`src/verilog/qpm_pkg.sv`:
```
// qpm_pkg: shared constants for the quad channel pin function multiplexer
// assumes a single 25 MHz clock domain and no register bus
package qpm_pkg;

  // ****************************************************************
  // pin functions
  // ****************************************************************
  typedef enum logic [1:0] {
    QPM_FN_UART,
    QPM_FN_BITBANG,
    QPM_FN_ENGINE
  } qpm_func_t;

  localparam int unsigned NUM_CHANNELS   = 4;
  localparam int unsigned NUM_ENGINES    = 2;
  localparam int unsigned PINS_PER_CHAN  = 8;

  // ****************************************************************
  // uart pin positions
  // ****************************************************************
  localparam int unsigned UART_TX_BIT    = 0;
  localparam int unsigned UART_RX_BIT    = 1;
  localparam int unsigned UART_RTS_BIT   = 2;
  localparam int unsigned UART_CTS_BIT   = 3;
  localparam int unsigned UART_DTR_BIT   = 4;
  localparam int unsigned UART_DSR_BIT   = 5;
  localparam int unsigned UART_DCD_BIT   = 6;
  localparam int unsigned UART_RING_BIT  = 7;

  // ****************************************************************
  // engine pin positions
  // ****************************************************************
  localparam int unsigned ENG_CLK_BIT    = 0;
  localparam int unsigned ENG_DOUT_BIT   = 1;
  localparam int unsigned ENG_DIN_BIT    = 2;
  localparam int unsigned ENG_SEL_BIT    = 3;
  localparam int unsigned ENG_GP_LSB     = 4;
  localparam int unsigned ENG_GP_WIDTH   = 4;

  // ****************************************************************
  // reset values (enable is active low: all ones = all released)
  // ****************************************************************
  localparam logic [7:0]  PIN_OUT_RST    = 8'hFF;
  localparam logic [7:0]  PIN_OE_N_RST   = 8'hFF;
  localparam logic [1:0]  FUNC_RST       = 2'h0;

  // uart mode direction: bits 0,2,4 drive; bit 7 drives only as rs485 enable
  localparam logic [7:0]  UART_OE_N      = 8'hEA;
  localparam logic [7:0]  UART_OE_N_485  = 8'h6A;
  // engine mode fixed direction for bits 3..0: 0,1,3 drive, 2 input
  localparam logic [3:0]  ENG_OE_N_LOW   = 4'h4;

endpackage : qpm_pkg

```
`src/verilog/qpm_wake.sv`:
```
// qpm_wake: remote wake request from the ring input during suspend
// assumes ring input is synchronous to clk_i
`timescale 1ns/1ps
module qpm_wake (
  input  wire logic clk_i,          // system clock
  input  wire logic reset_i,        // async reset, active high
  input  wire logic en_i,           // clock enable
  input  wire logic suspend_i,      // usb link is suspended
  input  wire logic wake_enable_i,  // remote wake-up configured
  input  wire logic pulldown_en_i,  // suspend pull-down configured
  input  wire logic ring_active_i,  // ring line usable (not rs485 mode)
  input  wire logic ring_wake_n_i,  // ring line level, active low
  output logic      wake_o          // one-cycle resume request
);

  logic ring_q;

  always_ff @(posedge clk_i or posedge reset_i)
  begin
    if (reset_i)
      ring_q <= 1'b0;
    else if (en_i)
      ring_q <= ~ring_wake_n_i;
  end

  // fire on the falling edge of the ring line while suspended
  always_ff @(posedge clk_i or posedge reset_i)
  begin
    if (reset_i)
      wake_o <= 1'b0;
    else if (en_i)
      wake_o <= suspend_i & wake_enable_i & ~pulldown_en_i
                & ring_active_i & ~ring_wake_n_i & ~ring_q;
  end

endmodule : qpm_wake

```
`src/verilog/qpm_chan.sv`:
```
// qpm_chan: one channel's pin routing for uart, bit-bang and engine functions
// assumes all inputs synchronous to clk_i
`timescale 1ns/1ps
module qpm_chan #(
  parameter bit HAS_ENGINE = 1'b1
) (
  input  wire logic       clk_i,         // system clock
  input  wire logic       reset_i,       // async reset, active high
  input  wire logic       en_i,          // clock enable
  input  wire logic [1:0] func_i,        // selected pin function
  input  wire logic       rs485_sel_i,   // bit 7 is rs485 drive enable
  input  wire logic       uart_tx_i,     // uart transmit data
  input  wire logic       uart_rts_n_i,  // uart request to send
  input  wire logic       uart_dtr_n_i,  // uart terminal ready
  input  wire logic       uart_de_i,     // uart rs485 drive enable
  input  wire logic [7:0] bb_out_i,      // bit-bang output data
  input  wire logic [7:0] bb_oe_n_i,     // bit-bang enables, low drives
  input  wire logic       eng_clk_i,     // engine clock
  input  wire logic       eng_dout_i,    // engine data out
  input  wire logic       eng_sel_i,     // engine select line
  input  wire logic [3:0] eng_gp_out_i,  // engine general lines out
  input  wire logic [3:0] eng_gp_oe_n_i, // engine general enables, low drives
  output logic [7:0]      pin_out_o,     // pin output levels
  output logic [7:0]      pin_oe_n_o     // pin enables, low drives
);

  // ****************************************************************
  // function decode
  // ****************************************************************
  qpm_pkg::qpm_func_t fn;
  logic [7:0] out_d;
  logic [7:0] oe_n_d;

  always_comb
  begin
    fn     = qpm_pkg::qpm_func_t'(func_i);
    out_d  = qpm_pkg::PIN_OUT_RST;
    oe_n_d = qpm_pkg::PIN_OE_N_RST;
    case (fn)
      qpm_pkg::QPM_FN_UART:
      begin
        out_d[qpm_pkg::UART_TX_BIT]   = uart_tx_i;
        out_d[qpm_pkg::UART_RTS_BIT]  = uart_rts_n_i;
        out_d[qpm_pkg::UART_DTR_BIT]  = uart_dtr_n_i;
        out_d[qpm_pkg::UART_RING_BIT] = uart_de_i;
        oe_n_d = rs485_sel_i ? qpm_pkg::UART_OE_N_485 : qpm_pkg::UART_OE_N;
      end
      qpm_pkg::QPM_FN_BITBANG:
      begin
        out_d  = bb_out_i;
        oe_n_d = bb_oe_n_i;
      end
      qpm_pkg::QPM_FN_ENGINE:
      begin
        if (HAS_ENGINE)
        begin
          out_d[qpm_pkg::ENG_CLK_BIT]  = eng_clk_i;
          out_d[qpm_pkg::ENG_DOUT_BIT] = eng_dout_i;
          out_d[qpm_pkg::ENG_SEL_BIT]  = eng_sel_i;
          out_d[qpm_pkg::ENG_GP_LSB +: qpm_pkg::ENG_GP_WIDTH] = eng_gp_out_i;
          oe_n_d[3:0] = qpm_pkg::ENG_OE_N_LOW;
          oe_n_d[qpm_pkg::ENG_GP_LSB +: qpm_pkg::ENG_GP_WIDTH] = eng_gp_oe_n_i;
        end
      end
      default:
      begin
        out_d  = qpm_pkg::PIN_OUT_RST;
        oe_n_d = qpm_pkg::PIN_OE_N_RST;
      end
    endcase
  end

  always_ff @(posedge clk_i or posedge reset_i)
  begin
    if (reset_i)
    begin
      pin_out_o  <= qpm_pkg::PIN_OUT_RST;
      pin_oe_n_o <= qpm_pkg::PIN_OE_N_RST;
    end
    else if (en_i)
    begin
      pin_out_o  <= out_d;
      pin_oe_n_o <= oe_n_d;
    end
  end

endmodule : qpm_chan

```
`src/verilog/qpm_mux.sv`:
```
// qpm_mux: four-channel pin function multiplexer top level
// assumes uart, bit-bang and engine logic live outside and all inputs are synchronous to clk_i
`timescale 1ns/1ps

// Contract
// - every channel can run its pins as a uart
// - uart: bit 0 transmit out, bit 1 receive in
// - uart: bit 2 request-to-send out, bit 3 clear-to-send in, active low
// - uart: bit 4 terminal-ready out, bits 5,6 set-ready and carrier in
// - ring line low in suspend with wake enabled resumes the host
// - suspend pull-down enabled blocks ring wake-up
// - bit 7 may instead be rs485 transmit enable output
// - every channel can run bit-bang, synchronous or asynchronous
// - bit-bang uses all eight pins as bidirectional data
// - only channels 0 and 1 have a serial engine, independent
// - engine supports jtag, i2c, spi or custom protocols
// - engine: bit 0 is serial clock out
// - engine: bit 1 is serial data out
// - engine: bit 2 is serial data in
// - engine: bit 3 is select output
// - engine: bits 4 to 7 are general bidirectional lines
// - channels 2,3 stay uart or bit-bang whatever channels 0,1 do
// - suspend indicator driven low while link suspended
module qpm_mux (
  input  wire logic        clk_i,            // 25 MHz system clock
  input  wire logic        reset_i,          // async reset, active high
  input  wire logic        en_i,             // clock enable, freezes all state
  input  wire logic [7:0]  func_sel_i,       // 2 bits per channel, channel 0 lowest
  input  wire logic [3:0]  rs485_sel_i,      // per channel: bit 7 is drive enable
  input  wire logic [1:0]  bb_sync_i,        // bit-bang variant per ch, shared 1 = sync
  input  wire logic        usb_suspend_i,    // usb link suspended
  input  wire logic        wake_enable_i,    // remote wake-up configured
  input  wire logic        pulldown_en_i,    // suspend pull-down configured
  input  wire logic [3:0]  uart_tx_i,        // uart transmit data per channel
  input  wire logic [3:0]  uart_rts_n_i,     // uart request to send per channel
  input  wire logic [3:0]  uart_dtr_n_i,     // uart terminal ready per channel
  input  wire logic [3:0]  rs485_drive_enable_i, // uart rs485 drive enable per channel
  input  wire logic [31:0] bb_out_i,         // bit-bang data out, 8 per channel
  input  wire logic [31:0] bb_oe_n_i,        // bit-bang enables, low drives
  input  wire logic [1:0]  eng_clk_i,        // engine clock per engine
  input  wire logic [1:0]  eng_dout_i,       // engine data out per engine
  input  wire logic [1:0]  eng_sel_i,        // engine select per engine
  input  wire logic [7:0]  eng_gp_out_i,     // engine general lines out, 4 per engine
  input  wire logic [7:0]  eng_gp_oe_n_i,    // engine general enables, low drives
  input  wire logic [7:0]  chan0_pins_i,     // channel 0 pin levels
  input  wire logic [7:0]  chan1_pins_i,     // channel 1 pin levels
  input  wire logic [7:0]  chan2_pins_i,     // channel 2 pin levels
  input  wire logic [7:0]  chan3_pins_i,     // channel 3 pin levels
  output logic [7:0]       chan0_pins_o,     // channel 0 pin drive levels
  output logic [7:0]       chan1_pins_o,     // channel 1 pin drive levels
  output logic [7:0]       chan2_pins_o,     // channel 2 pin drive levels
  output logic [7:0]       chan3_pins_o,     // channel 3 pin drive levels
  output logic [7:0]       chan0_pins_oe_n_o, // channel 0 enables, low drives
  output logic [7:0]       chan1_pins_oe_n_o, // channel 1 enables, low drives
  output logic [7:0]       chan2_pins_oe_n_o, // channel 2 enables, low drives
  output logic [7:0]       chan3_pins_oe_n_o, // channel 3 enables, low drives
  output logic [3:0]       uart_rx_o,        // uart receive data per channel
  output logic [3:0]       uart_cts_n_o,     // uart clear to send per channel
  output logic [3:0]       uart_dsr_n_o,     // uart set ready per channel
  output logic [3:0]       carrier_detect_n_o, // uart carrier detect per channel
  output logic [3:0]       ring_wake_n_o,    // uart ring line per channel
  output logic [31:0]      bb_in_o,          // bit-bang data in, 8 per channel
  output logic [1:0]       bb_sync_o,        // registered bit-bang variant
  output logic [1:0]       eng_din_o,        // engine data in per engine
  output logic [7:0]       eng_gp_in_o,      // engine general lines in
  output logic [3:0]       func_o,           // per channel: 1 = engine active
  output logic             suspend_n_o,      // low while usb suspended
  output logic             remote_wake_o     // one-cycle resume request
);

  // ****************************************************************
  // helpers
  // ****************************************************************
  // clamps an engine request on a channel without an engine back to uart
  function automatic logic [1:0] qpm_legal(input logic [1:0] f, input bit has_eng);
    logic [1:0] r;
    r = f;
    if (f == 2'(qpm_pkg::QPM_FN_ENGINE) && !has_eng)
      r = 2'(qpm_pkg::QPM_FN_UART);
    else if (f > 2'(qpm_pkg::QPM_FN_ENGINE))
      r = 2'(qpm_pkg::QPM_FN_UART);
    return r;
  endfunction : qpm_legal

  function automatic logic qpm_is(input logic [1:0] f, input qpm_pkg::qpm_func_t m);
    return f == 2'(m);
  endfunction : qpm_is

  // ****************************************************************
  // per-channel pin arrays
  // ****************************************************************
  logic [7:0] pin_in  [4];
  logic [7:0] pin_out [4];
  logic [7:0] pin_oen [4];
  logic [1:0] func_q  [4];
  logic [3:0] rs485_q;

  assign pin_in[0] = chan0_pins_i;
  assign pin_in[1] = chan1_pins_i;
  assign pin_in[2] = chan2_pins_i;
  assign pin_in[3] = chan3_pins_i;

  assign chan0_pins_o      = pin_out[0];
  assign chan1_pins_o      = pin_out[1];
  assign chan2_pins_o      = pin_out[2];
  assign chan3_pins_o      = pin_out[3];
  assign chan0_pins_oe_n_o = pin_oen[0];
  assign chan1_pins_oe_n_o = pin_oen[1];
  assign chan2_pins_oe_n_o = pin_oen[2];
  assign chan3_pins_oe_n_o = pin_oen[3];

  // ****************************************************************
  // function selection
  // ****************************************************************
  always_ff @(posedge clk_i or posedge reset_i)
  begin
    if (reset_i)
    begin
      for (int c = 0; c < 4; c++)
        func_q[c] <= qpm_pkg::FUNC_RST;
      rs485_q <= 4'h0;
    end
    else if (en_i)
    begin
      for (int c = 0; c < 4; c++)
        func_q[c] <= qpm_legal(func_sel_i[2*c +: 2], c < qpm_pkg::NUM_ENGINES);
      rs485_q <= rs485_sel_i;
    end
  end

  // ****************************************************************
  // pin routing, one instance per channel
  // ****************************************************************
  for (genvar c = 0; c < 4; c++)
  begin : g_chan
    localparam int E = (c < qpm_pkg::NUM_ENGINES) ? c : 0;
    qpm_chan #(
      .HAS_ENGINE (c < qpm_pkg::NUM_ENGINES)
    ) u_chan (
      .clk_i         (clk_i),
      .reset_i       (reset_i),
      .en_i          (en_i),
      .func_i        (func_q[c]),
      .rs485_sel_i   (rs485_q[c]),
      .uart_tx_i     (uart_tx_i[c]),
      .uart_rts_n_i  (uart_rts_n_i[c]),
      .uart_dtr_n_i  (uart_dtr_n_i[c]),
      .uart_de_i     (rs485_drive_enable_i[c]),
      .bb_out_i      (bb_out_i[8*c +: 8]),
      .bb_oe_n_i     (bb_oe_n_i[8*c +: 8]),
      .eng_clk_i     (eng_clk_i[E]),
      .eng_dout_i    (eng_dout_i[E]),
      .eng_sel_i     (eng_sel_i[E]),
      .eng_gp_out_i  (eng_gp_out_i[4*E +: 4]),
      .eng_gp_oe_n_i (eng_gp_oe_n_i[4*E +: 4]),
      .pin_out_o     (pin_out[c]),
      .pin_oe_n_o    (pin_oen[c])
    );
  end

  // ****************************************************************
  // inputs back to the functions; idle values when not selected
  // ****************************************************************
  always_ff @(posedge clk_i or posedge reset_i)
  begin
    if (reset_i)
    begin
      uart_rx_o          <= 4'hF;
      uart_cts_n_o       <= 4'hF;
      uart_dsr_n_o       <= 4'hF;
      carrier_detect_n_o <= 4'hF;
      ring_wake_n_o      <= 4'hF;
      bb_in_o            <= 32'h0;
    end
    else if (en_i)
    begin
      for (int c = 0; c < 4; c++)
      begin
        if (qpm_is(func_q[c], qpm_pkg::QPM_FN_UART))
        begin
          uart_rx_o[c]          <= pin_in[c][qpm_pkg::UART_RX_BIT];
          uart_cts_n_o[c]       <= pin_in[c][qpm_pkg::UART_CTS_BIT];
          uart_dsr_n_o[c]       <= pin_in[c][qpm_pkg::UART_DSR_BIT];
          carrier_detect_n_o[c] <= pin_in[c][qpm_pkg::UART_DCD_BIT];
          ring_wake_n_o[c]      <= rs485_q[c] | pin_in[c][qpm_pkg::UART_RING_BIT];
        end
        else
        begin
          uart_rx_o[c]          <= 1'b1;
          uart_cts_n_o[c]       <= 1'b1;
          uart_dsr_n_o[c]       <= 1'b1;
          carrier_detect_n_o[c] <= 1'b1;
          ring_wake_n_o[c]      <= 1'b1;
        end
        bb_in_o[8*c +: 8] <= qpm_is(func_q[c], qpm_pkg::QPM_FN_BITBANG) ? pin_in[c] : 8'h00;
      end
    end
  end

  always_ff @(posedge clk_i or posedge reset_i)
  begin
    if (reset_i)
    begin
      eng_din_o   <= 2'h0;
      eng_gp_in_o <= 8'h00;
      func_o      <= 4'h0;
      bb_sync_o   <= 2'h0;
    end
    else if (en_i)
    begin
      for (int e = 0; e < 2; e++)
      begin
        if (qpm_is(func_q[e], qpm_pkg::QPM_FN_ENGINE))
        begin
          eng_din_o[e]         <= pin_in[e][qpm_pkg::ENG_DIN_BIT];
          eng_gp_in_o[4*e +: 4] <= pin_in[e][qpm_pkg::ENG_GP_LSB +: qpm_pkg::ENG_GP_WIDTH];
        end
        else
        begin
          eng_din_o[e]          <= 1'b0;
          eng_gp_in_o[4*e +: 4] <= 4'h0;
        end
      end
      for (int c = 0; c < 4; c++)
        func_o[c] <= qpm_is(func_q[c], qpm_pkg::QPM_FN_ENGINE);
      bb_sync_o <= bb_sync_i;
    end
  end

  // ****************************************************************
  // suspend and remote wake
  // ****************************************************************
  always_ff @(posedge clk_i or posedge reset_i)
  begin
    if (reset_i)
      suspend_n_o <= 1'b1;
    else if (en_i)
      suspend_n_o <= ~usb_suspend_i;
  end

  logic [3:0] wake_c;

  for (genvar c = 0; c < 4; c++)
  begin : g_wake
    qpm_wake u_wake (
      .clk_i         (clk_i),
      .reset_i       (reset_i),
      .en_i          (en_i),
      .suspend_i     (usb_suspend_i),
      .wake_enable_i (wake_enable_i),
      .pulldown_en_i (pulldown_en_i),
      .ring_active_i (qpm_is(func_q[c], qpm_pkg::QPM_FN_UART) & ~rs485_q[c]),
      .ring_wake_n_i (pin_in[c][qpm_pkg::UART_RING_BIT]),
      .wake_o        (wake_c[c])
    );
  end

  always_ff @(posedge clk_i or posedge reset_i)
  begin
    if (reset_i)
      remote_wake_o <= 1'b0;
    else if (en_i)
      remote_wake_o <= |wake_c;
  end

endmodule : qpm_mux

```
`config.mk`:
```
export PLATFORM = sky130hd
export DESIGN_NAME = qpm_mux
export DESIGN_NICKNAME = d
export VERILOG_FILES = /design/src/verilog/qpm_pkg.sv /design/src/verilog/qpm_wake.sv /design/src/verilog/qpm_chan.sv /design/src/verilog/qpm_mux.sv
export SDC_FILE = /design/constraint.sdc
export NUM_CORES = 1
export LEC_CHECK = 0
export BUFFER_PORTS_ARGS = -buffer_cell sky130_fd_sc_hd__buf_4
export CAP_MARGIN = 20
export CORE_AREA = 2 2 145 147
export CTS_CLUSTER_DIAMETER = 30
export DETAILED_ROUTE_END_ITERATION = 6
export DIE_AREA = 0 0 147 149
export PLACE_DENSITY = 0.69
export SYNTH_ARGS = -nofsm -noshare
export SYNTH_HDL_FRONTEND = slang
export SYNTH_HIERARCHICAL = 1
export SYNTH_SLANG_ARGS = --single-unit
```
`constraint.sdc`:
```
create_clock -name clk_i -period 5.8 [get_ports clk_i]
set_clock_uncertainty 0.2 [all_clocks]
set_input_delay 0.29 -clock clk_i [delete_from_list [all_inputs] [get_ports clk_i]]
set_output_delay 0.29 -clock clk_i [all_outputs]
set_load 0.1 [all_outputs]
```
==> flow_metrics.tcl <==
set metrics [dict create \
    initial_core_util_pct 34.0 \
    cts-buffers-inserted 17 \
    critPathLaunchType "flip-flop" \
    rsz0062_at_grt "no" \
    yosysWarningCount 6 \
    syn_to_final_growth_pct 56.6 \
    grt_start_max_net_pins 172 \
    layout_commonest_cell "buf_4" \
    drt_iter0_drc 235 \
    dp_hpwl_mm 14.0 \
    powerDensity_nw_per_um2 338 \
    vdd_drop_max_mv 0.188 \
    cts_tree "yes" \
    die_h_um 149 \
    cts.clk_slew.worst_paths_ps 70 \
    cp_top_family "buffers and inverters" \
    finalCriticalPeriod_ps 2590 \
    hold_viol 0 \
    yosys-top-cells-area "dfstp_2, dfrtp_1, nor2_1, a21oi_1, o22ai_1" \
    die_w_um 147 \
    pin_count 288 \
    slew_headroom_pct 28.9 \
    leakagePower_nw 4.97 \
    slowest_delay_ps 670 \
    avgRoutedWirePerCell_um 15.4 \
    antenna_found_initial 0 \
    grt_overflow 0 \
    synthCells 688 \
    maxCapViolCount 0 \
    hold_class "input pin to flip-flop" \
    synth_area_um2 7000 \
    final_layout_size_suffix_gt1_share_pct 39.8 \
    postCtsSetupBuffers 0 \
    layout.nets 1234 \
    routed-via-count 6273 \
    n_antenna_cell 0 \
    setup_viol 0 \
    routed_wl_mm 20.9 \
    slew_violations 0 \
    status "completed" \
    clock_latency_ps 410 \
    mostFrequentLayoutCells "buf_4, dlygate4sd3_1, nor2_1" \
    io_buffers 287 \
    required_ps 5950 \
    rows 53 \
    drc 0 \
    fmax_ghz 0.386 \
    grt_use_total_pct 18.9 \
    dpl-instance-area_um2 9140 \
    arrival_ps 2740 \
    syn_area_per_cell_um2 10.2 \
    seq_area_frac_synth_pct 56.6 \
    cts_max_path_buffers 2 \
    fin_tns_setup_ps 0 \
    synth_top_area_share_pct 31.9 \
    design_area_um2 11000 \
    htreeDepth 4 \
    final.period_utilization_pct 44.7 \
    grt_pass1_vias 6465 \
    cp_cell_sequence "inv_1, ha_1, nand2_1, a31oi_1, dlygate4sd3_1" \
    ys_ff_latch 154 \
    yosys.cell_types.count 36 \
    root_buffer "clkbuf_16" \
    ant_nets 0 \
    tightestPinTransition_ps 1070 \
    grt_pass1_wl_mm 33.0 \
    coreArea_um2 20600 \
    crit_path_top_delay_cell "ha_1" \
    synth_top_area_cell "dfstp_2" \
    place.gp.congestion 0.804 \
    clock_sinks 154 \
    critical_path.endpoint_type "flip-flop" \
    via_per_inst 4.62 \
    crit_type "flip-flop to flip-flop" \
    path_max_fanout 17 \
    die_area_um2 21900 \
    critPathBufInv 2 \
    syn-num-nets 852 \
    first_pass_iters 5 \
]
logic make-up after synthesis:
kind of cell | synth area share, %
buf+inv | 9.57
compound gates | 16.2
fa+ha+maj | 1.79
simple gates | 12.8
mux | 3.09
flops | 56.6
per-stage QoR:
stage,power [W],setup slack [ps],util (%),instances,hold WS (ps)
final,0.00370,3210,53.3,1358,23.2
after global routing,0.00386,3080,53.3,1358,9.11
after CTS,0.00374,3290,53.3,1358,4.77
after detailed placement,0.00250,3420,44.5,1205,41.7
after global placement,0.00249,3450,44.5,1205,43.1
after floorplan,0.00223,3240,-,688,-169
layout make-up:
class | instances | area, um2
tap | 275 | 344
inverter | 76 | 288
clock buffer | 19 | 433
timing repair buffer | 411 | 3390
multi-input combinational | 410 | 2370
fill | 1858 | 9600
clock inverter | 13 | 169
sequential | 154 | 3960
worst reg2reg max path, delay by kind of cell (launching register included):
| family | cells | cell delay (ps) |
|---|---|---|
| AOI/OAI and AO/OA | 1 | 220 |
| adders and majority gates | 1 | 670 |
| buffers and inverters | 2 | 760 |
| DFF | 1 | 540 |
| and+or+nand+nor | 1 | 140 |
path summary, 6_finish.rpt:
path                       depth (start not counted)  slack, ps                             to         from
hold / removal                                     3         20  g_chan[0].u_chan/pin_out_o[5]  bb_out_i[5]
hold reg to reg                                    2        270                    suspend_n_o  suspend_n_o
setup / recovery                                   5       3210  g_chan[0].u_chan/pin_out_o[0]    func_q[7]
min in group asynchronous                          3        190        g_wake[1].u_wake/wake_o      reset_i
setup reg to reg                                   5       3210  g_chan[0].u_chan/pin_out_o[0]    func_q[7]
max in group asynchronous                          4       4030                     rs485_q[2]      reset_i
what timing repair did:
item	4_1_cts	5_1_grt
resized for setup	0	0
endpoints found under the hold margin	156	0
hold buffers	121	0
setup endpoints to repair	0	0
synth_stat cells (all sizes together):
cell,number
a22oi,20
o21ai,4
nand3b,2
dfstp,85
buf,44
nor3,20
mux2i,13
inv,76
nand3,4
nor2b,2
ha,10
a211oi,2
and2b,4
a22o,2
a41oi,2
o22a,2
or4b,4
nor2,105
o22ai,52
dfrtp,69
nor4,1
nand2,52
nand2b,10
clkbuf,4
a31oi,26
mux2,6
a21oi,67
routing by layer:
metal / vias up / track usage, % / routed length [um]
met2: 188 / 31.6 / 10300
met3: 35 / 4.37 / 1040
li1: 3087 / - / -
met4: 0 / 7.12 / 556
met5: - / 0 / 0
met1: 2963 / 23.9 / 9000
state kept, by name, summed over array words and instances, names as in the netlist:
signal	flops
bb_in_o	32
bb_sync_o	2
carrier_detect_n_o	4
eng_din_o	2
eng_gp_in_o	8
func_o	4
func_q	8
g_chan.u_chan/pin_oe_n_o	32
g_chan.u_chan/pin_out_o	32
g_wake.u_wake/ring_q	4
g_wake.u_wake/wake_o	4
remote_wake_o	1
ring_wake_n_o	4
rs485_q	4
suspend_n_o	1
uart_cts_n_o	4
uart_dsr_n_o	4
uart_rx_o	4
power by group:
part	switching, W	internal (W)	total, W
Sequential	0.0000717	0.00123	0.00130
Combinational	0.000926	0.000339	0.00126
Clock	0.000455	0.000682	0.00114
Total	0.00145	0.00225	0.00370
No activity file was read; power rests on OpenSTA's default activity.
